==> src/slpc_pkg.sv <==
package slpc_pkg;

  // Device register offsets, layouts and reset values.
  localparam logic [7:0] OFF_SLEEP_CONTROL = 8'h00;
  localparam logic [7:0] OFF_REGULATOR_CONTROL = 8'h01;
  localparam logic [7:0] SLEEP_CONTROL_RESET = 8'h00;
  localparam logic [7:0] REGULATOR_CONTROL_RESET = 8'h00;
  localparam logic [7:0] SLEEP_CONTROL_MASK = 8'h0F;
  localparam logic [7:0] REGULATOR_CONTROL_MASK = 8'h17;
  localparam int SLEEP_ENABLE_BIT = 0;
  localparam int SLEEP_MODE_LSB = 1;
  localparam int HOT_LEAKAGE_CUT_BIT = 4;
  localparam int DRIVE_SEL_LSB = 0;
  localparam logic [2:0] DRIVE_AUTO = 3'h0;
  localparam logic [2:0] DRIVE_FULL = 3'h1;

  // Unlock key value; arbitrary.
  localparam logic [7:0] IO_REGISTER_KEY = 8'h5A;
  localparam logic [2:0] GUARD_INSNS = 3'h4;
  localparam logic [2:0] WAKE_CYCLES = 3'h6;

  // Wake-up source positions.
  localparam int NSRC = 10;
  localparam int SRC_PIN = 0;
  localparam int SRC_VOLT_MON = 1;
  localparam int SRC_MULTI_IO = 2;
  localparam int SRC_RTC = 3;
  localparam int SRC_PERIODIC = 4;
  localparam int SRC_TWO_WIRE = 5;
  localparam int SRC_LOGIC = 6;
  localparam int SRC_FRAME = 7;
  localparam int SRC_TIMER = 8;
  localparam int SRC_OTHER = 9;

  // Keep-running-in-standby positions.
  localparam int NRUN = 3;
  localparam int RUN_RTC = 0;
  localparam int RUN_LOGIC = 1;
  localparam int RUN_TIMER = 2;

  // Host register map and fields.
  localparam logic [7:0] OFF_HOST_CMD = 8'h00;
  localparam logic [7:0] OFF_HOST_REGW = 8'h04;
  localparam logic [7:0] OFF_HOST_SRC = 8'h08;
  localparam logic [7:0] OFF_HOST_STAT = 8'h0C;
  localparam int CMD_SLEEP = 0;
  localparam int CMD_BREAK = 1;
  localparam int CMD_KEY = 2;
  localparam int CMD_INSN = 3;
  localparam int CMD_WRITE = 4;
  localparam int CMD_GUARDED = 5;
  localparam int NSTAT = 13;
  localparam int SRCREG_W = 22;
  localparam logic [1:0] RESP_OKAY = 2'b00;
  localparam logic [1:0] RESP_SLVERR = 2'b10;

  typedef enum logic [2:0] {
    SLPC_IDLE       = 3'b000,
    SLPC_STANDBY    = 3'b001,
    SLPC_POWER_DOWN = 3'b010
  } slpc_mode_t;

  typedef enum logic [1:0] {
    SLPC_ACTIVE   = 2'b00,
    SLPC_ASLEEP   = 2'b01,
    SLPC_WAKE_CLK = 2'b10,
    SLPC_WAKE_CNT = 2'b11
  } slpc_state_t;

endpackage

==> src/slpc_if.sv <==
interface slpc_if;
  import slpc_pkg::*;

  logic            reg_wr;
  logic            key_wr;
  logic [7:0]      reg_addr;
  logic [7:0]      reg_wdata;
  logic [7:0]      reg_rdata;
  logic            insn_ret;
  logic            sleep_exec;
  logic            dbg_break;
  logic [NSRC-1:0] wake_req;
  logic [NRUN-1:0] keep_running_in_standby;
  logic            lut_async;
  logic            pin_async;
  logic            low_speed_sel;
  logic            main_need_stby;
  logic            slow_clk_users;
  logic            osc_ready;
  logic            vreg_ready;
  logic            brownout_wait;
  logic            brownout_ready;
  logic            cpu_run;
  logic            asleep;

  modport dev (
    input  reg_wr, key_wr, reg_addr, reg_wdata, insn_ret, sleep_exec,
    input  dbg_break, wake_req, keep_running_in_standby, lut_async,
    input  pin_async, low_speed_sel, main_need_stby, slow_clk_users,
    input  osc_ready, vreg_ready, brownout_wait, brownout_ready,
    output reg_rdata, cpu_run, asleep
  );

  modport host (
    output reg_wr, key_wr, reg_addr, reg_wdata, insn_ret, sleep_exec,
    output dbg_break, wake_req, keep_running_in_standby, lut_async,
    output pin_async, low_speed_sel, main_need_stby, slow_clk_users,
    output osc_ready, vreg_ready, brownout_wait, brownout_ready,
    input  reg_rdata, cpu_run, asleep
  );

endinterface

==> src/slpc_dev.sv <==
module slpc_dev (
  input  wire logic                mclk,
  input  wire logic                srst,
  slpc_if.dev                      bus,
  output      logic                main_clk_on,
  output      logic                slow_clk_on,
  output      logic                vreg_low_power,
  output      logic                leak_cut_on,
  output      slpc_pkg::slpc_mode_t sleep_mode
);
  import slpc_pkg::*;

  typedef struct packed {
    slpc_state_t state;
    slpc_mode_t  mode;
    logic [7:0]  sleep_control;
    logic [7:0]  regulator_control;
    logic [2:0]  guard;
    logic [2:0]  cnt;
    logic [7:0]  rdata;
    logic        cpu_run;
    logic        asleep;
    logic        main_on;
    logic        slow_on;
    logic        vreg_low;
    logic        leak_cut;
    logic        osc_stopped;
    logic        vreg_stopped;
  } slpc_dev_t;

  slpc_dev_t s_q;
  slpc_dev_t s_d;

  logic [NSRC-1:0] allowed;
  logic            wake_any;
  logic            sleeping;
  logic [2:0]      req_mode;
  logic [2:0]      drive_sel;
  logic            hot_cut;

  // Sources that may end sleep in a given mode.
  function automatic logic [NSRC-1:0] wake_mask(
    input slpc_mode_t      m,
    input logic [NRUN-1:0] run,
    input logic            async_lut,
    input logic            async_pin,
    input logic            cut
  );
    logic [NSRC-1:0] w;
    w = '0;
    w[SRC_VOLT_MON] = 1'b1;
    w[SRC_MULTI_IO] = 1'b1;
    w[SRC_PERIODIC] = 1'b1;
    case (m)
      SLPC_IDLE: begin
        w[SRC_PIN]      = 1'b1;
        w[SRC_RTC]      = 1'b1;
        w[SRC_TWO_WIRE] = 1'b1;
        w[SRC_LOGIC]    = async_lut;
        w[SRC_TIMER]    = 1'b1;
        w[SRC_OTHER]    = 1'b1;
      end
      SLPC_STANDBY: begin
        w[SRC_PIN]      = 1'b1;
        w[SRC_RTC]      = run[RUN_RTC];
        w[SRC_TWO_WIRE] = 1'b1;
        w[SRC_LOGIC]    = async_lut & run[RUN_LOGIC];
        w[SRC_TIMER]    = run[RUN_TIMER];
        w[SRC_FRAME]    = 1'b1;
      end
      SLPC_POWER_DOWN: begin
        w[SRC_PIN]      = async_pin;
        w[SRC_TWO_WIRE] = ~cut;
        w[SRC_LOGIC]    = async_lut & ~cut;
      end
      default: begin
        w = '0;
      end
    endcase
    return w;
  endfunction

  // Decoded control fields and the live wake decision.
  always_comb begin
    req_mode  = s_q.sleep_control[SLEEP_MODE_LSB +: 3];
    drive_sel = s_q.regulator_control[DRIVE_SEL_LSB +: 3];
    hot_cut   = s_q.regulator_control[HOT_LEAKAGE_CUT_BIT];
    allowed   = wake_mask(s_q.mode, bus.keep_running_in_standby, bus.lut_async,
                          bus.pin_async, hot_cut);
    wake_any  = |(bus.wake_req & allowed);
  end

  // Next-state logic for registers, guard window and the sleep sequence.
  always_comb begin
    s_d = s_q;

    if (bus.key_wr && bus.reg_wdata == IO_REGISTER_KEY) begin
      s_d.guard = GUARD_INSNS;
    end else if (bus.insn_ret && s_q.guard != 3'h0) begin
      s_d.guard = s_q.guard - 3'h1;
    end

    if (bus.reg_wr && bus.reg_addr == OFF_SLEEP_CONTROL) begin
      s_d.sleep_control = bus.reg_wdata & SLEEP_CONTROL_MASK;
    end
    if (bus.reg_wr && bus.reg_addr == OFF_REGULATOR_CONTROL && s_q.guard != 3'h0) begin
      s_d.regulator_control = bus.reg_wdata & REGULATOR_CONTROL_MASK;
      s_d.guard             = 3'h0;
    end

    // Read data is registered so it appears one cycle after the address.
    case (bus.reg_addr)
      OFF_SLEEP_CONTROL:     s_d.rdata = s_q.sleep_control;
      OFF_REGULATOR_CONTROL: s_d.rdata = s_q.regulator_control;
      default:               s_d.rdata = 8'h00;
    endcase

    case (s_q.state)
      SLPC_ACTIVE: begin
        s_d.cpu_run = 1'b1;
        if (bus.sleep_exec && s_q.sleep_control[SLEEP_ENABLE_BIT] &&
            req_mode <= SLPC_POWER_DOWN) begin
          s_d.state   = SLPC_ASLEEP;
          s_d.mode    = slpc_mode_t'(req_mode);
          s_d.cpu_run = 1'b0;
        end
      end
      SLPC_ASLEEP: begin
        if (bus.dbg_break || wake_any) begin
          if (s_q.osc_stopped || s_q.vreg_stopped) begin
            s_d.state = SLPC_WAKE_CLK;
          end else begin
            s_d.state = SLPC_WAKE_CNT;
          end
          s_d.cnt = 3'h0;
        end
      end
      SLPC_WAKE_CLK: begin
        if ((!s_q.osc_stopped || bus.osc_ready) && (!s_q.vreg_stopped || bus.vreg_ready)) begin
          s_d.state = SLPC_WAKE_CNT;
          s_d.cnt   = 3'h0;
        end
      end
      SLPC_WAKE_CNT: begin
        if (s_q.cnt != WAKE_CYCLES - 3'h1) begin
          s_d.cnt = s_q.cnt + 3'h1;
        end
        if (s_q.cnt == WAKE_CYCLES - 3'h1 && (!bus.brownout_wait || bus.brownout_ready)) begin
          s_d.state   = SLPC_ACTIVE;
          s_d.cpu_run = 1'b1;
        end
      end
      default: begin
        s_d.state = SLPC_ACTIVE;
      end
    endcase

    // Clock and regulator controls follow the next state so they align with it.
    sleeping = (s_d.state == SLPC_ASLEEP);
    s_d.asleep = sleeping;
    s_d.main_on = !sleeping || s_d.mode == SLPC_IDLE ||
                  (s_d.mode == SLPC_STANDBY && bus.main_need_stby);
    s_d.slow_on = !sleeping || s_d.mode != SLPC_POWER_DOWN || bus.slow_clk_users;
    // auto drops drive on slow clock.
    s_d.vreg_low = sleeping && !s_d.main_on && drive_sel == DRIVE_AUTO && bus.low_speed_sel;
    s_d.leak_cut = sleeping && hot_cut && drive_sel == DRIVE_AUTO &&
                   s_d.mode == SLPC_POWER_DOWN;
    // What was stopped while asleep decides how long the wake takes.
    if (sleeping) begin
      s_d.osc_stopped  = !s_d.main_on;
      s_d.vreg_stopped = s_d.vreg_low;
    end else if (s_d.state == SLPC_ACTIVE) begin
      s_d.osc_stopped  = 1'b0;
      s_d.vreg_stopped = 1'b0;
    end
  end

  // State register; reset returns to active with both registers cleared.
  always_ff @(posedge mclk) begin
    if (srst) begin
      s_q                   <= '0;
      s_q.state             <= SLPC_ACTIVE;
      s_q.mode              <= SLPC_IDLE;
      s_q.sleep_control     <= SLEEP_CONTROL_RESET;
      s_q.regulator_control <= REGULATOR_CONTROL_RESET;
      s_q.cpu_run           <= 1'b1;
      s_q.main_on           <= 1'b1;
      s_q.slow_on           <= 1'b1;
    end else begin
      s_q <= s_d;
    end
  end

  // All outputs come straight from the state register.
  assign bus.reg_rdata   = s_q.rdata;
  assign bus.cpu_run     = s_q.cpu_run;
  assign bus.asleep      = s_q.asleep;
  assign main_clk_on     = s_q.main_on;
  assign slow_clk_on     = s_q.slow_on;
  assign vreg_low_power  = s_q.vreg_low;
  assign leak_cut_on     = s_q.leak_cut;
  assign sleep_mode      = s_q.mode;

endmodule

==> src/flat_wrapper.sv <==
// flat-port wrapper written by rule: the top's interface ports become plain ports
module slpc_dev_flat import slpc_pkg::*;
  (mclk, srst, main_clk_on, slow_clk_on, vreg_low_power, leak_cut_on, sleep_mode, bus_reg_wr, bus_key_wr, bus_reg_addr, bus_reg_wdata, bus_insn_ret, bus_sleep_exec, bus_dbg_break, bus_wake_req, bus_keep_running_in_standby, bus_lut_async, bus_pin_async, bus_low_speed_sel, bus_main_need_stby, bus_slow_clk_users, bus_osc_ready, bus_vreg_ready, bus_brownout_wait, bus_brownout_ready, bus_reg_rdata, bus_cpu_run, bus_asleep);
  slpc_if bus_i ();
  input  wire logic mclk;
  input  wire logic srst;
  output      logic main_clk_on;
  output      logic slow_clk_on;
  output      logic vreg_low_power;
  output      logic leak_cut_on;
  output      slpc_pkg::slpc_mode_t sleep_mode;
  input wire logic [$bits(bus_i.reg_wr)-1:0] bus_reg_wr;
  input wire logic [$bits(bus_i.key_wr)-1:0] bus_key_wr;
  input wire logic [$bits(bus_i.reg_addr)-1:0] bus_reg_addr;
  input wire logic [$bits(bus_i.reg_wdata)-1:0] bus_reg_wdata;
  input wire logic [$bits(bus_i.insn_ret)-1:0] bus_insn_ret;
  input wire logic [$bits(bus_i.sleep_exec)-1:0] bus_sleep_exec;
  input wire logic [$bits(bus_i.dbg_break)-1:0] bus_dbg_break;
  input wire logic [$bits(bus_i.wake_req)-1:0] bus_wake_req;
  input wire logic [$bits(bus_i.keep_running_in_standby)-1:0] bus_keep_running_in_standby;
  input wire logic [$bits(bus_i.lut_async)-1:0] bus_lut_async;
  input wire logic [$bits(bus_i.pin_async)-1:0] bus_pin_async;
  input wire logic [$bits(bus_i.low_speed_sel)-1:0] bus_low_speed_sel;
  input wire logic [$bits(bus_i.main_need_stby)-1:0] bus_main_need_stby;
  input wire logic [$bits(bus_i.slow_clk_users)-1:0] bus_slow_clk_users;
  input wire logic [$bits(bus_i.osc_ready)-1:0] bus_osc_ready;
  input wire logic [$bits(bus_i.vreg_ready)-1:0] bus_vreg_ready;
  input wire logic [$bits(bus_i.brownout_wait)-1:0] bus_brownout_wait;
  input wire logic [$bits(bus_i.brownout_ready)-1:0] bus_brownout_ready;
  output wire logic [$bits(bus_i.reg_rdata)-1:0] bus_reg_rdata;
  output wire logic [$bits(bus_i.cpu_run)-1:0] bus_cpu_run;
  output wire logic [$bits(bus_i.asleep)-1:0] bus_asleep;
  assign bus_i.reg_wr = bus_reg_wr;
  assign bus_i.key_wr = bus_key_wr;
  assign bus_i.reg_addr = bus_reg_addr;
  assign bus_i.reg_wdata = bus_reg_wdata;
  assign bus_i.insn_ret = bus_insn_ret;
  assign bus_i.sleep_exec = bus_sleep_exec;
  assign bus_i.dbg_break = bus_dbg_break;
  assign bus_i.wake_req = bus_wake_req;
  assign bus_i.keep_running_in_standby = bus_keep_running_in_standby;
  assign bus_i.lut_async = bus_lut_async;
  assign bus_i.pin_async = bus_pin_async;
  assign bus_i.low_speed_sel = bus_low_speed_sel;
  assign bus_i.main_need_stby = bus_main_need_stby;
  assign bus_i.slow_clk_users = bus_slow_clk_users;
  assign bus_i.osc_ready = bus_osc_ready;
  assign bus_i.vreg_ready = bus_vreg_ready;
  assign bus_i.brownout_wait = bus_brownout_wait;
  assign bus_i.brownout_ready = bus_brownout_ready;
  assign bus_reg_rdata = bus_i.reg_rdata;
  assign bus_cpu_run = bus_i.cpu_run;
  assign bus_asleep = bus_i.asleep;
  slpc_dev u_core (.mclk(mclk), .srst(srst), .bus(bus_i), .main_clk_on(main_clk_on), .slow_clk_on(slow_clk_on), .vreg_low_power(vreg_low_power), .leak_cut_on(leak_cut_on), .sleep_mode(sleep_mode));
endmodule
==> config.mk <==
export PLATFORM = sky130hd
export DESIGN_NAME = slpc_dev_flat
export DESIGN_NICKNAME = d
export VERILOG_FILES = /design/src/slpc_pkg.sv /design/src/slpc_if.sv /design/src/slpc_dev.sv /design/src/flat_wrapper.sv
export SDC_FILE = /design/constraint.sdc
export NUM_CORES = 1
export LEC_CHECK = 0
export BUFFER_PORTS_ARGS = -buffer_cell sky130_fd_sc_hd__buf_4
export CORE_MARGIN = 2
export CORE_UTILIZATION = 25
export CTS_CLUSTER_SIZE = 10
export DETAILED_ROUTE_END_ITERATION = 16
export SYNTH_ARGS = -nofsm -noshare
export SYNTH_HDL_FRONTEND = slang
export SYNTH_SLANG_ARGS = --single-unit
==> constraint.sdc <==
create_clock -name mclk -period 3.01 [get_ports mclk]
set_input_delay 0.602 -clock mclk [delete_from_list [all_inputs] [get_ports mclk]]
set_output_delay 0.602 -clock mclk [all_outputs]
set_load 0.05 [all_outputs]
==> impl_metrics.yaml <==
outcome:
  outcome: "finished clean"
power_and_ir_drop:
  power.density_nw_per_um2: 471
  pwr-share-seq_pct: 46.1
  power_switching_uw: 271
  power.share.combinational_pct: 20.5
  p_leak_nw: 0.847
  swShare_pct: 27.2
  ir_worst_vdd_v: 0.000247
  intPower_uw: 725
  clkPwrFrac_pct: 33.4
global_routing:
  antenna_found_initial: 0
  grtUsageTotal_pct: 11.0
  overflow: 0
  grt_pass1_vias: 1424
  use_met1_pct: 13.0
  use_met3_pct: 3.36
  grt-busiest-layer: "met2"
  grt_first_pass_wirelength_um: 6380
  grt_max_degree: 24
  use_met2_pct: 19.4
timing:
  rsz0062_at_grt: "false"
  setup-tns-final_ns: 0
  min_period_over_period_pct: 69.7
  setup_violations: 0
  min_period_ns: 2.10
  fmax_mhz: 476
  skew_ns: 0.00761
  finalMaxSlewViolations: 0
  tightestPinTransition_ns: 0.525
  relSlewSlack_pct: 64.9
  final-hold-violation-count: 0
final_layout:
  syn_to_final_growth_pct: 32.8
  drive_above_1_share_pct: 31.3
  layout_commonest_cell: "buf_4"
  antennaDiodeCount: 0
  final_nets: 281
  final_cell_mix: "buf_4 (58), dfxtp_1 (32), nor2_1 (18)"
  fin_util_pct: 33.9
logic_synthesis:
  synth_cell_type_count: 46
  ys_seq_area_share_pct: 40.2
  ys_ff_latch: 32
  yosysWarnings: 0
  syn-cell-area_um2: 1590
  avgSynthCellArea_um2: 8.85
  synth-edff-count: 0
  synth_ff_type: "dfxtp_1"
  synthCells: 180
  synth-async-reset-ratio_pct: 0
drt:
  ant_nets: 0
  first_pass_iters: 4
  wire_per_inst_um: 11.9
  route.detailed.drc: 0
  drt_iter0_drc: 32
  viasPerCell: 4.54
  vias: 1406
  routed_wl_um: 3700
clocking:
  clock_latency_ns: 0.28
  cts_sinks: 32
  cts_tree: "yes"
  post_cts.repair.setup_buffers: 0
  ctsHtreeMaxLevel: 2
  ctsResizeCount: 0
  numCtsBuffers: 5
  cts_root_buf: "clkbuf_8"
  clock_path_buffers: 2
  cts_hold_buf: 0
  path_clk_slew_ns: 0.07
placement:
  dpl.hpwl_um: 2980
  io_buffers: 58
  gp_congestion: 0.795
worst_setup_path:
  reg2reg_slack_ns: 1.03
  startpoint_type: "primary input"
  r2r_start: "u_core.sleep_mode[0]$_SDFF_PP0_"
  required_ns: 3.17
  rr_endpoint: "u_core.leak_cut_on$_SDFF_PP0_"
  slowest_delay_ns: 0.53
  cp.arrival_ns: 2.26
  crit_chain: "buf_4 > or4_4 > nor4_4 > nor2b_1 > nand2_1 > nand2_1 > a21oi_1"
  reg2regPathDepth: 5
  critPathKind: "in -> reg"
  cp_slowest_cell: "or4_4"
  crit_path_end_kind: "flip-flop"
  cp_common_cell: "nand2_1"
  crit_fanout: 9
floorplanning:
  rows: 29
  die_area_um2: 7030
  start_util_pct: 25.5
  die_y_um: 83.8
  io_pins: 62
  coreArea_um2: 6240
  die_w_um: 83.8
worst_hold_path:
  min-delay-path-class: "reg -> reg"
  hold_start: "u_core.s_q[17]$_SDFFE_PP0P_"
  hold_path_depth: 2
  holdPathEnd: "u_core.s_q[17]$_SDFFE_PP0P_"
flow_run:
  max_cap_violations: 0
-- layer usage --
layer,routed length (um),vias up
li1,-,735
met1,1590,628
met2,1860,41
met3,225,2
met4,17,0
met5,0,-
-- metrics by stage --
stage / hold slack, ns / setup slack [ns] / cells / power (mW) / cell area [um2]
after global routing: 0.504 / 0.859 / 310 / 1.05 / 2120
after CTS: 0.499 / 0.946 / 310 / 1.01 / 2120
final: 0.497 / 0.911 / 310 / 0.996 / 2120
after floorplan: 0.449 / 0.944 / 182 / 0.595 / 1600
after detailed placement: 0.483 / 0.647 / 302 / 0.672 / 2030
after global placement: 0.483 / 0.679 / 302 / 0.666 / 2030
-- Yosys cell counts, drive strengths merged, types with 3 or more instances --
library cell	count	share of area (%)
a211oi	4	1.9
nor4	3	2.5
inv	9	2.1
and3b	3	1.6
ha	4	3.1
a21oi	16	5.0
nor2	18	4.2
buf	13	6.2
dfxtp	32	40
nand2	14	3.3
nor3	6	1.9
nand2b	4	1.6
a22oi	4	1.9
nand3	11	3.8
mux2i	4	2.5
nor2b	3	1.2
-- power groups by stage --
stage | Combinational (mW) | Clock (mW) | Sequential (mW)
2_1_floorplan | 0.121 | 0 | 0.474
3_3_place_gp | 0.197 | 0 | 0.469
3_5_place_dp | 0.204 | 0 | 0.468
4_1_cts | 0.205 | 0.344 | 0.459
5_1_grt | 0.232 | 0.362 | 0.461
6_report | 0.204 | 0.333 | 0.459
-- cells by family after synthesis --
family | count (synthesis) | share of synthesized area, %
flops | 32 | 40.2
other cells | 1 | 0.235
simple gates | 73 | 26.2
compound gates | 41 | 18.3
buf+inv | 24 | 8.80
mux | 4 | 2.51
fa+ha+maj | 4 | 3.14
xor+xnor | 1 | 0.550
-- critical path: cells and delay by family --
family	cells	cell delay, ns
and+or+nand+nor	5	1.47
buffers and inverters	1	0.11
AOI/OAI and AO/OA	1	0.07
-- flip-flops by register name (all words and copies together) (netlist names) --
signal,flops
u_core.hot_cut,1
u_core.leak_cut_on,1
u_core.bus.asleep,1
u_core.req_mode,3
u_core.sleep_mode,3
u_core.drive_sel,3
u_core.bus.reg_rdata,5
u_core.s_q,11
u_core.main_clk_on,1
u_core.slow_clk_on,1
u_core.bus.cpu_run,1
u_core.vreg_low_power,1
-- final cells by class --
class,instances,area [um2]
well taps,77,96.3
repair buffers,58,435
flip-flops and latches,32,641
multi-input cells,126,820
fillers,663,4130
clock buffers,8,90.1
inverters,9,33.8
-- how the worst max path moves through the flow --
stage                               start                               end  slack [ns]  depth (start not counted)
after floorplan           bus_reg_addr[7]  u_core.drive_sel[0]$_SDFFE_PP0P_        0.94                          7
after global placement    bus_reg_addr[7]   u_core.req_mode[2]$_SDFFE_PP0P_        0.68                          7
after detailed placement  bus_reg_addr[7]       u_core.s_q[30]$_SDFFE_PP0P_        0.65                          7
after CTS                 bus_reg_addr[7]       u_core.s_q[30]$_SDFFE_PP0P_        0.95                          7
after global routing      bus_reg_addr[7]       u_core.s_q[30]$_SDFFE_PP0P_        0.86                          7
final                     bus_reg_addr[7]       u_core.s_q[30]$_SDFFE_PP0P_        0.91                          7
(Power assumes the default switching activity.)
